[config.mk]
export PLATFORM = sky130hd
export DESIGN_NAME = universal_serial_unit
export DESIGN_NICKNAME = d
export VERILOG_FILES = /design/src/verilog/serial_unit_pkg.sv /design/src/verilog/pin_sync2.sv /design/src/verilog/universal_serial_unit.sv
export SDC_FILE = /design/constraint.sdc
export NUM_CORES = 1
export LEC_CHECK = 0
export ABC_AREA = 1
export BUFFER_PORTS_ARGS = -buffer_cell sky130_fd_sc_hd__buf_2
export CORE_ASPECT_RATIO = 1.2
export CORE_MARGIN = 1.5
export CORE_UTILIZATION = 45
export CTS_BUF_LIST = sky130_fd_sc_hd__clkbuf_4 sky130_fd_sc_hd__clkbuf_8 sky130_fd_sc_hd__clkbuf_16
export CTS_CLUSTER_SIZE = 25
export DETAILED_ROUTE_END_ITERATION = 8
export PLACE_DENSITY = 0.68
export SYNTH_ARGS = -nofsm -noshare
export SYNTH_HDL_FRONTEND = slang
export SYNTH_SLANG_ARGS = --single-unit
[constraint.sdc]
create_clock -name clk -period 4.4 [get_ports clk]
set_clock_uncertainty 0.1 [all_clocks]
set_input_delay 0 -clock clk [delete_from_list [all_inputs] [get_ports clk]]
set_output_delay 0 -clock clk [all_outputs]
set_load 0.03 [all_outputs]
[src/verilog/serial_unit_pkg.sv]
package serial_unit_pkg;

  // timing of the start detector's data delay
  localparam int unsigned CLK_PERIOD_NS = 10;
  localparam int unsigned START_DELAY_MIN_NS = 50;
  localparam int unsigned START_DELAY_MAX_NS = 300;
  localparam int unsigned START_DELAY_CYC =
    (START_DELAY_MIN_NS + CLK_PERIOD_NS - 1) / CLK_PERIOD_NS;
  localparam int unsigned START_DELAY_MAX_CYC =
    START_DELAY_MAX_NS / CLK_PERIOD_NS;

  // field positions and reset values
  localparam int unsigned SHIFT_MSB = 7;
  localparam logic [7:0] SHIFT_RESET = 8'h00;
  localparam logic [3:0] COUNT_RESET = 4'h0;
  localparam logic [3:0] COUNT_MAX = 4'hF;
  localparam logic [3:0] COUNT_STEP = 4'h1;

  typedef enum logic [1:0] {
    WM_OFF,
    WM_THREE,
    WM_TWO,
    WM_TWO_HOLD
  } wire_mode_t;

  typedef struct packed {
    wire_mode_t wire_mode;
    logic external_clock_select;
    logic external_edge_select;
  } serial_cfg_t;

  typedef struct packed {
    logic start_condition_flag;
    logic counter_overflow_flag;
    logic collision;
    logic [3:0] count;
  } serial_status_t;

  typedef struct packed {
    logic do_out;
    logic do_oe_n;
    logic sda_out;
    logic sda_oe_n;
    logic scl_out;
    logic scl_oe_n;
  } pin_drive_t;

  function automatic logic is_two_wire(input wire_mode_t m);
    is_two_wire = (m == WM_TWO) || (m == WM_TWO_HOLD);
  endfunction : is_two_wire

endpackage : serial_unit_pkg

[src/verilog/pin_sync2.sv]
`timescale 1ns/100ps
`default_nettype none

// two-stage synchroniser for the clock and data pins
module pin_sync2 (
  // clock and reset
  input wire logic clk,
  input wire logic resetn,
  // asynchronous levels in, synchronised levels out
  input wire logic [1:0] async_in,
  output logic [1:0] sync_out
);

  logic [1:0] meta_q;

  always_ff @(posedge clk or negedge resetn) begin
    if (!resetn) begin
      meta_q <= 2'h0;
      sync_out <= 2'h0;
    end else begin
      meta_q <= async_in;
      sync_out <= meta_q;
    end
  end

endmodule : pin_sync2

`default_nettype wire

[src/verilog/universal_serial_unit.sv]
`timescale 1ns/100ps
`default_nettype none

module universal_serial_unit (
  // clock and reset
  input wire logic clk,
  input wire logic resetn,
  // configuration levels
  input wire serial_unit_pkg::serial_cfg_t cfg,
  input wire logic clock_dir,
  input wire logic data_dir,
  input wire logic data_port_level,
  // software and timer strobes and writes
  input wire logic shift_clock_strobe,
  input wire logic clock_toggle_strobe,
  input wire logic timer_compare_match,
  input wire logic data_wr,
  input wire logic [7:0] data_wdata,
  input wire logic count_wr,
  input wire logic [3:0] count_wdata,
  input wire logic start_flag_clear,
  input wire logic overflow_flag_clear,
  input wire logic clock_port_wr,
  input wire logic clock_port_wdata,
  // serial pins
  input wire logic serial_data_in,
  input wire logic serial_clock_pin,
  output var serial_unit_pkg::pin_drive_t pins_q,
  // status
  output logic [7:0] shift_register_q,
  output var serial_unit_pkg::serial_status_t status_q
);
  import serial_unit_pkg::*;

  logic [1:0] synced;
  logic scl_s;
  logic di_s;
  logic scl_prev_q;
  logic [START_DELAY_CYC-1:0] sda_dly_q;
  logic dly_out;
  logic dly_prev_q;
  logic [3:0] count_q;
  logic ovf_q;
  logic start_flag_q;
  logic start_hold_q;
  logic collision_q;
  logic samp_q;
  logic dout_q;
  logic clk_port_q;
  logic two_wire;
  logic ext;
  logic strobe_mode;
  logic scl_rise;
  logic scl_fall;
  logic ev;
  logic rising;
  logic sample_ev;
  logic shift_ext;
  logic int_clk;
  logic cnt_inc;
  logic start_ev;
  logic latch_open;
  logic scl_hold;
  logic sda_pull;
  logic scl_pull;

  pin_sync2 u_sync (
    .clk(clk),
    .resetn(resetn),
    .async_in({serial_clock_pin, serial_data_in}),
    .sync_out(synced)
  );

  assign scl_s = synced[1];
  assign di_s = synced[0];
  assign two_wire = is_two_wire(cfg.wire_mode);
  assign ext = cfg.external_clock_select;

  // clock edge sources
  assign scl_rise = scl_s & ~scl_prev_q;
  assign scl_fall = ~scl_s & scl_prev_q;
  // with external clock and the shift strobe, toggle strobe clocks
  assign strobe_mode = ext & shift_clock_strobe;
  assign ev = strobe_mode ? clock_toggle_strobe : (scl_rise | scl_fall);
  assign rising = strobe_mode ? ~clk_port_q : scl_rise;
  // sample on one edge, shift on the other; in two-wire the
  // slave uses select zero so SDA samples on SCL rising
  assign sample_ev = ext & ev & (rising ^ cfg.external_edge_select);
  assign shift_ext = ext & ev & ~(rising ^ cfg.external_edge_select);
  assign int_clk = cfg.external_edge_select ? timer_compare_match
                                            : shift_clock_strobe;
  assign cnt_inc = ext ? ev : int_clk;

  always_ff @(posedge clk or negedge resetn) begin
    if (!resetn) begin
      scl_prev_q <= 1'b0;
    end else begin
      scl_prev_q <= scl_s;
    end
  end

  // delayed data copy for start detection
  assign dly_out = sda_dly_q[START_DELAY_CYC-1];

  always_ff @(posedge clk or negedge resetn) begin
    if (!resetn) begin
      sda_dly_q <= '1;
      dly_prev_q <= 1'b1;
    end else begin
      sda_dly_q <= {sda_dly_q[START_DELAY_CYC-2:0], di_s};
      dly_prev_q <= dly_out;
    end
  end

  // start is a free-running sampled detector, no software polling
  assign start_ev = two_wire & scl_s & dly_prev_q & ~dly_out;

  always_ff @(posedge clk or negedge resetn) begin
    if (!resetn) begin
      start_flag_q <= 1'b0;
    end else if (start_ev) begin
      start_flag_q <= 1'b1;
    end else if (start_flag_clear) begin
      start_flag_q <= 1'b0;
    end
  end

  always_ff @(posedge clk or negedge resetn) begin
    if (!resetn) begin
      start_hold_q <= 1'b0;
    end else if (!two_wire || (start_flag_clear && !start_ev)) begin
      start_hold_q <= 1'b0;
    end else if (start_flag_q && scl_fall) begin
      start_hold_q <= 1'b1;
    end
  end

  // bit counter; a software write wins over a clock
  always_ff @(posedge clk or negedge resetn) begin
    if (!resetn) begin
      count_q <= COUNT_RESET;
    end else if (count_wr) begin
      count_q <= count_wdata;
    end else if (cnt_inc) begin
      count_q <= 4'(count_q + COUNT_STEP);
    end
  end

  always_ff @(posedge clk or negedge resetn) begin
    if (!resetn) begin
      ovf_q <= 1'b0;
    end else if (cnt_inc && !count_wr && count_q == COUNT_MAX) begin
      ovf_q <= 1'b1;
    end else if (overflow_flag_clear) begin
      ovf_q <= 1'b0;
    end
  end

  always_ff @(posedge clk or negedge resetn) begin
    if (!resetn) begin
      samp_q <= 1'b0;
    end else if (sample_ev) begin
      samp_q <= di_s;
    end
  end

  // shift register; a software write wins, no shift that cycle
  always_ff @(posedge clk or negedge resetn) begin
    if (!resetn) begin
      shift_register_q <= SHIFT_RESET;
    end else if (data_wr) begin
      shift_register_q <= data_wdata;
    end else if (shift_ext) begin
      shift_register_q <= {shift_register_q[6:0], samp_q};
    end else if (!ext && int_clk) begin
      shift_register_q <= {shift_register_q[6:0], di_s};
    end
  end

  // output latch open in the first half of an external cycle
  assign latch_open = !ext ||
    ((strobe_mode ? clk_port_q : scl_s) == cfg.external_edge_select);

  always_ff @(posedge clk or negedge resetn) begin
    if (!resetn) begin
      dout_q <= 1'b0;
    end else if (latch_open) begin
      dout_q <= shift_register_q[SHIFT_MSB];
    end
  end

  // software clock pin: port write or toggle strobe
  always_ff @(posedge clk or negedge resetn) begin
    if (!resetn) begin
      clk_port_q <= 1'b0;
    end else if (clock_port_wr) begin
      clk_port_q <= clock_port_wdata;
    end else if (clock_toggle_strobe) begin
      clk_port_q <= ~clk_port_q;
    end
  end

  always_ff @(posedge clk or negedge resetn) begin
    if (!resetn) begin
      collision_q <= 1'b0;
    end else begin
      collision_q <= two_wire && (shift_register_q[SHIFT_MSB] != di_s);
    end
  end

  // two-wire hold of SCL, only the slave side uses it
  assign scl_hold = two_wire &&
    (start_hold_q || (cfg.wire_mode == WM_TWO_HOLD && ovf_q));
  // open-drain pulls, no filtering or slew shaping
  assign sda_pull = data_dir && !(dout_q && data_port_level);
  assign scl_pull = scl_hold || (clock_dir && !clk_port_q);

  always_ff @(posedge clk or negedge resetn) begin
    if (!resetn) begin
      pins_q <= '{do_out: 1'b0, do_oe_n: 1'b1, sda_out: 1'b0,
                  sda_oe_n: 1'b1, scl_out: 1'b0, scl_oe_n: 1'b1};
    end else begin
      pins_q.do_out <= dout_q;
      pins_q.do_oe_n <= !(cfg.wire_mode == WM_THREE && data_dir);
      pins_q.sda_out <= 1'b0;
      pins_q.sda_oe_n <= !(two_wire && sda_pull);
      if (two_wire) begin
        pins_q.scl_out <= 1'b0;
        pins_q.scl_oe_n <= !scl_pull;
      end else begin
        pins_q.scl_out <= clk_port_q;
        pins_q.scl_oe_n <= !clock_dir;
      end
    end
  end

  assign status_q = '{start_condition_flag: start_flag_q,
                      counter_overflow_flag: ovf_q,
                      collision: collision_q,
                      count: count_q};
endmodule : universal_serial_unit

`default_nettype wire

==> results.rst, run 1 <==
.. list-table::
   :header-rows: 1

   * - Metric
     - Value
   * - Wire length of the first global-routing pass
     - ~5600 µm
   * - Top-level port count
     - 53
   * - TritonCTS clock tree
     - done
   * - Critical-path top delay cell
     - sky130_fd_sc_hd__dlygate4sd3_1
   * - P per Cell Area
     - approximately 360 nW/µm²
   * - Combinational Power Share
     - roughly 25%
   * - Die width
     - ~58 µm
   * - Post-layout power
     - roughly 0.83 mW
   * - Mean cell area of the mapped netlist
     - 9.00 µm²
   * - Portion of the clock cycle consumed by the worst path in the final layout
     - 49.6%
   * - Core outline area
     - ~3400 µm²
   * - Layout cell share with drive strength beyond 1
     - 31.9%
   * - Maximum number of pins on one net before global-route repair
     - 36
   * - Switching share of power
     - between 30% and 40%
   * - Total track usage
     - roughly 18%
   * - Clock-pin slew on the worst setup and hold paths
     - 0.06 ns
   * - Most common cell on crit path
     - sky130_fd_sc_hd__nand2_1
   * - Area grow syn2layout
     - 38.9%
   * - Worst-path fanout max
     - 6
   * - Warnings from Yosys
     - 0
   * - Busiest layer in global routing
     - met2
   * - Setup Viol. Count Final
     - 0
   * - Setup CP Type
     - flip-flop to flip-flop
   * - Synthesized area
     - 1640 µm²
   * - Synth Instances
     - roughly 180
   * - Number of instances in the placed design
     - about 260
   * - Met2 track demand over resource
     - roughly 30%
   * - Critical path endpoint category
     - flip-flop
   * - Floorplan die height
     - just under 70 µm
   * - Post-DP HPWL
     - about 2200 µm
   * - Detailed-route DRC error count
     - 0
   * - Die Footprint
     - 4010 µm²
   * - Sum of negative setup slack
     - 0 ns
   * - Startpoint kind of the worst setup timing path
     - flip-flop
   * - Effective utilization at floorplan
     - between 40% and 50%
   * - Crit path DAT
     - 2.25 ns
   * - Met3 layer usage reported by global route
     - just over 4%
   * - Number of buffers inserted by port buffering
     - between 50 and 60
   * - Avg WL per Cell
     - ~11 µm
   * - Maximum buffer depth of the clock tree
     - 2
   * - Initial drt markers
     - 43
   * - Setup bufs post-CTS
     - 0
   * - Leading cell types in the layout, fill and taps excluded
     - sky130_fd_sc_hd__buf_2, sky130_fd_sc_hd__nand2_1, sky130_fd_sc_hd__dlygate4sd3_1
   * - Sequential cell area fraction in the yosys report
     - about 54%
   * - Reg-to-reg startpoint
     - u_sync.sync_out[1]
   * - Critical path launch point
     - u_sync.sync_out[1]
   * - P_sw
     - around 0.26 mW
   * - Synth Register Bits
     - 35
   * - Highest achievable clock rate
     - ~0.46 GHz
   * - CTS root buf
     - sky130_fd_sc_hd__clkbuf_8
   * - Count of distinct cell types in the synthesized netlist
     - 28
   * - Total Nets Final
     - 297
   * - Crit-path max cell delay
     - ~0.54 ns
   * - Filler cells
     - approximately 280
   * - Number of vias after detailed routing
     - approximately 1.4k
   * - Number of antenna violations at the first check in global routing
     - 0
   * - Status
     - finished, final reports clean
   * - Worst-case headroom to the max-slew limit
     - between 50% and 60%
   * - Vias in the first global route
     - 1342
   * - Static Leakage
     - 1.18 nW
   * - Most frequent standard cell in the layout excluding fill and tap cells
     - sky130_fd_sc_hd__buf_2
   * - H-tree levels
     - 2
   * - Number of instances resized during post-cts repair
     - 0
   * - Met1 track demand over resource
     - between 20% and 30%
   * - Crit path required time
     - 4.46 ns
   * - Min-Delay Endpoint
     - count_q[2]
   * - Reg2reg end
     - count_q[1]
   * - Sequential share of power
     - approximately 46%
   * - Worst hold stages
     - 4
   * - Final wirelength
     - between 3000 and 4000 µm
   * - Placement Rows
     - 23
   * - Slack of the worst reg-to-reg path
     - 2.22 ns
   * - Final Max Slew Viols
     - 0
   * - Worst slew pin tran
     - 0.740 ns
   * - Syn_nets
     - 217
   * - Number of violations of the max-capacitance limit
     - 0
   * - Worst IR Drop VDD
     - approximately 260 µV
   * - Final weighted congestion of routability-driven global placement
     - 0.762
   * - R2r worst-path depth
     - 12
   * - Clock network power share
     - between 20% and 30%
   * - Non-filler instance count after layout
     - 300
   * - Cell-internal power
     - approximately 0.57 mW
   * - Antenna fix cells
     - 0
   * - Number of search-and-repair iterations in the first detailed-routing pass
     - 6
   * - Hold Vio Cnt, Final
     - 0
   * - Vias per inst
     - around 4.7
   * - Remaining antenna violation count
     - 0
   * - Grt total ovfl
     - 0
   * - Worst min-delay path class
     - input port to flip-flop
   * - Cell family contributing the most delay on the critical path
     - buffers and inverters
   * - Unrepaired setup endpoints after global routing
     - false
   * - Startpoint of the tightest hold check path
     - count_wr
   * - Min Clock Period, post-route
     - roughly 2.2 ns
   * - Buffers & Inverters on Critical Path
     - 4
   * - Clock insertion delay at the later pin of the skew report
     - ~0.28 ns
   * - Clock sink count
     - 35
   * - Crit path cell chain
     - inv_1 > ha_1 > nand2_1 > nand2_1 > nor2_4 > inv_1 > nand2_1 > nor2_4 > inv_1 > nand2_1 > nand2_1 > dlygate4sd3_1
   * - Number of buffers created by CTS
     - 5
[state kept, by name (all words and copies together) (netlist names)]
name and flops:
clk_port_q 1, collision_q 1, count_q 4, dly_prev_q 1
dout_q 1, ovf_q 1, pins_q 5, samp_q 1
scl_prev_q 1, sda_dly_q 5, shift_register_q 8, start_flag_q 1
start_hold_q 1, u_sync.meta_q 2, u_sync.sync_out 2
[repair_timing]
item                                    CTS  global route
endpoints found under the hold margin    49             0
endpoints found under the setup margin    0             0
hold buffers                             29             0
[cells by family after synthesis]
kind of cell	count (synthesis)	share of synthesized area (%)
simple gates	78	21.1
other cells	1	0.229
fa+ha+maj	3	2.29
buf+inv	32	8.78
flops	35	54.2
compound gates	31	12.2
mux	1	0.687
xor+xnor	1	0.535
[power by group through the flow]
stage | clock (mW) | sequential [mW] | combinational [mW]
3_5_place_dp | 0 | 0.387 | 0.187
3_3_place_gp | 0 | 0.387 | 0.184
4_1_cts | 0.247 | 0.382 | 0.211
6_report | 0.237 | 0.382 | 0.210
5_1_grt | 0.260 | 0.388 | 0.233
2_1_floorplan | 0 | 0.431 | 0.0851
[layout make-up]
type	instances	area, µm²	area share [%]
clock inverters	1	5.00	0.220
clock buffers	7	90.1	3.96
inverters	25	93.8	4.13
flip-flops and latches	35	887	39.0
well taps	37	46.3	2.04
multi-input cells	115	607	26.7
repair buffers	80	546	24.0
[cells in the mapped netlist, drive strengths merged]
cell type | number | area share (%)
inv | 25 | 5.7
o211ai | 1 | 0.46
dfrtp | 26 | 40
o21ai | 22 | 8.3
clkbuf | 1 | 0.23
nor3 | 1 | 0.31
ha | 3 | 2.3
buf | 6 | 2.8
a211oi | 1 | 0.46
conb | 1 | 0.23
dfstp | 9 | 14
nand2 | 51 | 12
nand3 | 13 | 4.3
xor2 | 1 | 0.53
nor2 | 11 | 3.4
nand4 | 1 | 0.38
a21boi | 1 | 0.46
mux2 | 1 | 0.69
or2 | 1 | 0.53
a21oi | 6 | 2.5
[worst max-delay path by stage]
stage	to	slack (ns)	depth (start not counted)
2_1_floorplan	shift_register_q[7]	2.82	10
3_3_place_gp	shift_register_q[7]	2.80	9
3_5_place_dp	shift_register_q[2]	2.71	9
4_1_cts	count_q[1]	2.20	12
5_1_grt	count_q[1]	1.96	12
6_report	count_q[1]	2.22	12
[metal layers]
metal / share of wire, % / vias to the layer above
met1: 43 / 628
li1: - / 730
met2: 51 / 35
met3: 4.4 / 5
met5: 0 / -
met4: 1.6 / 0
[worst reg2reg max path, stage by stage, from the launching register on]
cell	delay (ns)
sky130_fd_sc_hd__dfrtp_1	0.40
sky130_fd_sc_hd__inv_1	0.07
sky130_fd_sc_hd__ha_1	0.27
sky130_fd_sc_hd__nand2_1	0.05
sky130_fd_sc_hd__nand2_1	0.09
sky130_fd_sc_hd__nor2_4	0.05
sky130_fd_sc_hd__inv_1	0.05
sky130_fd_sc_hd__nand2_1	0.11
sky130_fd_sc_hd__nor2_4	0.16
sky130_fd_sc_hd__inv_1	0.07
sky130_fd_sc_hd__nand2_1	0.06
sky130_fd_sc_hd__nand2_1	0.04
sky130_fd_sc_hd__dlygate4sd3_1	0.54
[through the flow]
| stage | util (%) | hold WS [ns] | setup slack, ns | instance area [µm²] |
|---|---|---|---|---|
| global placement | 55.6 | 0.00666 | 2.80 | 1890 |
| floorplan | - | -0.396 | 2.82 | 1640 |
| global route | 67.0 | 0.0798 | 1.96 | 2270 |
| finish | 67.0 | 0.0301 | 2.22 | 2270 |
| CTS | 67.0 | 0.0154 | 2.20 | 2270 |
| detailed placement | 55.6 | 0.00972 | 2.71 | 1890 |
Note: power is estimated with default switching activity, not from simulation.
==> run 2: changes to the inputs <==
--- a/config.mk
+++ b/config.mk
@@ -5,7 +5,7 @@
 export SDC_FILE = /design/constraint.sdc
 export NUM_CORES = 1
 export LEC_CHECK = 0
-export ABC_AREA = 1
+export ABC_AREA = 0
 export BUFFER_PORTS_ARGS = -buffer_cell sky130_fd_sc_hd__buf_2
 export CORE_ASPECT_RATIO = 1.2
 export CORE_MARGIN = 1.5
==> constraint.sdc (replaced) <==
create_clock -name clk -period 2.24 [get_ports clk]
set_clock_uncertainty 0.1 [all_clocks]
set_input_delay 0 -clock clk [delete_from_list [all_inputs] [get_ports clk]]
set_output_delay 0 -clock clk [all_outputs]
set_load 0.03 [all_outputs]
==> results.rst, run 2 <==
.. list-table::
   :header-rows: 1

   * - Metric
     - Value
   * - Status
     - finished, final reports clean
   * - Proportion of register bits with asynchronous set or reset after synthesis
     - 100% (unchanged)
   * - Most frequent standard cell in the layout excluding fill and tap cells
     - sky130_fd_sc_hd__buf_2
   * - Die width
     - 59.1 µm (+1.8%)
   * - Worst-path fanout max
     - 15 (+9)
   * - Crit path DAT
     - 2.22 ns (-0.03 ns)
   * - Vias in the first global route
     - 1464 (+9.1%)
   * - Number of buffers inserted by port buffering
     - 51 (unchanged)
   * - Final wirelength
     - 3710 µm (+13%)
   * - Maximum buffer depth of the clock tree
     - 2 (unchanged)
   * - Hold Vio Cnt, Final
     - 0 (unchanged)
   * - Final weighted congestion of routability-driven global placement
     - 0.851 (+12%)
   * - Total Nets Final
     - 264 (-11%)
   * - CTS root buf
     - sky130_fd_sc_hd__clkbuf_8
   * - Layout cell share with drive strength beyond 1
     - 37.4% (+5.5 points)
   * - Remaining antenna violation count
     - 0 (unchanged)
   * - Warnings from Yosys
     - 0 (unchanged)
   * - Critical path launch point
     - u_sync.sync_out[1]
   * - Clock sink count
     - 35 (unchanged)
   * - Min Clock Period, post-route
     - 2.13 ns (-0.0525 ns)
   * - Highest achievable clock rate
     - 0.469 GHz (+2.5%)
   * - Fraction of synthesized cell area taken by the top area cell type
     - 38.2% (-1.5 points)
   * - Number of antenna violations at the first check in global routing
     - 0 (unchanged)
   * - Buffers & Inverters on Critical Path
     - 2 (-2)
   * - Number of search-and-repair iterations in the first detailed-routing pass
     - 4 (-2)
   * - Crit path required time
     - 2.33 ns (-2.13 ns)
   * - EDFF count, synth
     - 0 (unchanged)
   * - Final Max Slew Viols
     - 0 (unchanged)
   * - Avg WL per Cell
     - 13.1 µm (+21%)
   * - Mean cell area of the mapped netlist
     - 11.1 µm² (+24%)
   * - Sequential cell area fraction in the yosys report
     - 52.1% (-2.0 points)
   * - Biggest regs
     - shift_register_q: 8 flops, pins_q: 5 flops, sda_dly_q: 5 flops
   * - Worst slew pin tran
     - 0.743 ns (+0.00358 ns)
   * - Die Footprint
     - 4160 µm² (+3.7%)
   * - H-tree levels
     - 2 (unchanged)
   * - Detailed-route DRC error count
     - 0 (unchanged)
   * - Count of distinct cell types in the synthesized netlist
     - 42 (+50%)
   * - Register with the highest flop count
     - shift_register_q
   * - Leading cell types in the layout, fill and taps excluded
     - sky130_fd_sc_hd__buf_2, sky130_fd_sc_hd__dlygate4sd3_1, sky130_fd_sc_hd__dfrtp_1
   * - Area grow syn2layout
     - 38.0%
   * - Floorplan die height
     - 70.4 µm (+1.8%)
   * - Initial drt markers
     - 53 (+23%)
   * - TritonCTS clock tree
     - done
   * - Grt total ovfl
     - 0 (unchanged)
   * - P per Cell Area
     - 701 nW/µm² (+92%)
   * - Setup CP Type
     - flip-flop to flip-flop
   * - Startpoint kind of the worst setup timing path
     - flip-flop
   * - Startpoint of the tightest hold check path
     - cfg[1]
   * - Cell family contributing the most delay on the critical path
     - simple AND/OR/NAND/NOR gates
   * - Cell with the most instances after synthesis
     - sky130_fd_sc_hd__dfrtp_1
   * - Setup Viol. Count Final
     - 0 (unchanged)
   * - Number of violations of the max-capacitance limit
     - 0 (unchanged)
   * - Cell type with the largest total area after synthesis
     - sky130_fd_sc_hd__dfrtp_1
   * - Total track usage
     - 20.0% (+2.0 points)
   * - Worst hold stages
     - 3 (-1)
   * - Critical path endpoint category
     - flip-flop
   * - Number of vias after detailed routing
     - 1419 (+1.5%)
   * - Wire length of the first global-routing pass
     - 6300 µm (+13%)
   * - Maximum number of pins on one net before global-route repair
     - 36 (unchanged)
   * - Post-DP HPWL
     - 2650 µm (+21%)
   * - Worst-case headroom to the max-slew limit
     - 50.3% (-0.37 points)
   * - Placement Rows
     - 24 (+4.3%)
   * - Worst min-delay path class
     - input port to flip-flop
   * - Number of buffers created by CTS
     - 5 (unchanged)
   * - Static Leakage
     - 1.07 nW (-9.9%)
   * - Antenna fix cells
     - 0 (unchanged)
   * - Vias per inst
     - 5.03 (+8.0%)
   * - Critical-path top delay cell
     - sky130_fd_sc_hd__or4_1
   * - Clock-pin slew on the worst setup and hold paths
     - 0.07 ns (about the same)
   * - Hold Slack
     - 0.0199 ns (-0.0101 ns)
   * - Worst IR Drop VDD
     - 431 µV (+63%)
   * - Crit path cell chain
     - inv_1 > ha_1 > nor2_1 > nor3b_2 > buf_4 > or4_1 > a31oi_1
   * - Post-layout power
     - 1.65 mW (+99%)
   * - Synth Register Bits
     - 35 (unchanged)
   * - Top cells by instance count after synthesis
     - sky130_fd_sc_hd__dfrtp_1, sky130_fd_sc_hd__inv_1, sky130_fd_sc_hd__nor2_1
   * - Synthesized area
     - 1700 µm² (+3.9%)
   * - Syn_nets
     - 188 (-13%)
   * - Crit-path max cell delay
     - 0.52 ns (-0.02 ns)
   * - Portion of the clock cycle consumed by the worst path in the final layout
     - 95.1% (+45 points)
   * - Dominant cells by area after synthesis
     - sky130_fd_sc_hd__dfrtp_1, sky130_fd_sc_hd__dfstp_2, sky130_fd_sc_hd__o311ai_2
   * - Number of stages on the worst setup path
     - 7 (-5)
   * - Number of flip-flops in the largest register
     - 8 (unchanged)
   * - Core outline area
     - 3630 µm² (+7.0%)
   * - Clock insertion delay at the later pin of the skew report
     - 0.28 ns (about the same)
   * - Reg-to-reg startpoint
     - u_sync.sync_out[1]
   * - Main flop type after synthesis
     - sky130_fd_sc_hd__dfrtp_1
   * - Top-level port count
     - 53 (unchanged)
   * - R2r worst-path depth
     - 7 (-5)
   * - Setup bufs post-CTS
     - 0 (unchanged)
   * - Effective utilization at floorplan
     - 46.8% (-1.4 points)
   * - Synth Instances
     - 153 (-16%)
## run 2: cell count changes in the layout (fill, tap and decap cells not counted), sizes merged, moves of 5 or more
cell,delta
o311ai,+6
inv,-11
nand2,-39
nand3,-10
o21ai,-19
o41ai,+7
nor2b,+5
## run 2: where the power goes
part           internal (mW)  leakage (nW)  switching [mW]
sequential             0.702         0.410          0.0417
combinational          0.170         0.606           0.234
clock                  0.279        0.0505           0.219
total                   1.15          1.07           0.494
## run 2: area by class of cell
type | count | area (µm²)
timing repair buffer | 79 | 533
sequential | 35 | 888
multi-input combinational | 94 | 706
clock buffer | 7 | 96.3
tap | 52 | 65.1
inverter | 14 | 52.6
fill | 316 | 1280
clock inverter | 1 | 7.51
## run 2: worst paths after layout
path,to,slack [ns]
max in group asynchronous,u_sync.sync_out[1],1.31
max,count_q[3],0.11
min,dout_q,0.02
max reg2reg,count_q[3],0.11
min reg2reg,u_sync.sync_out[1],0.25
min in group asynchronous,clk_port_q,0.22
## run 2: logic make-up after synthesis
group / count (synthesis) / share of synthesized area [%]
simple gates: 47 / 14.7
compound gates: 36 / 19.6
flops: 35 / 52.1
buf+inv: 24 / 7.06
mux: 4 / 2.50
fa+ha+maj: 3 / 2.21
xor+xnor: 3 / 1.54
other cells: 1 / 0.220
## run 2: layer usage
metal / wire, µm / share of wire (%) / GRT usage (%)
met1: 1590 / 43 / 23.5
met2: 1910 / 52 / 33.8
met3: 148 / 4.0 / 5.19
met4: 57 / 1.5 / 8.08
met5: 0 / 0 / 0
## run 2: worst reg2reg max path, stage by stage, from the launching register on
cell and delay [ns]:
sky130_fd_sc_hd__dfrtp_2 0.40, sky130_fd_sc_hd__inv_1 0.05, sky130_fd_sc_hd__ha_1 0.28, sky130_fd_sc_hd__nor2_1 0.20
sky130_fd_sc_hd__nor3b_2 0.08, sky130_fd_sc_hd__buf_4 0.19, sky130_fd_sc_hd__or4_1 0.52, sky130_fd_sc_hd__a31oi_1 0.21
## run 2: repair_timing
item	in CTS	in global routing
hold endpoints to repair	49	0
endpoints found under the setup margin	7	6
hold buffers	27	0
resized for setup	1	2
## run 2: metrics by stage
step	worst slack (ns)	utilization, %	std cells	area, µm²	TNS [ns]
6_report	0.110	64.6	282	2350	0
5_1_grt	-0.0113	64.6	282	2350	-0.0113
4_1_cts	0.0667	64.4	282	2340	0
3_5_place_dp	-0.0249	54.0	247	1960	-0.0739
3_3_place_gp	0.106	54.0	247	1960	0
2_1_floorplan	0.231	-	153	1700	0
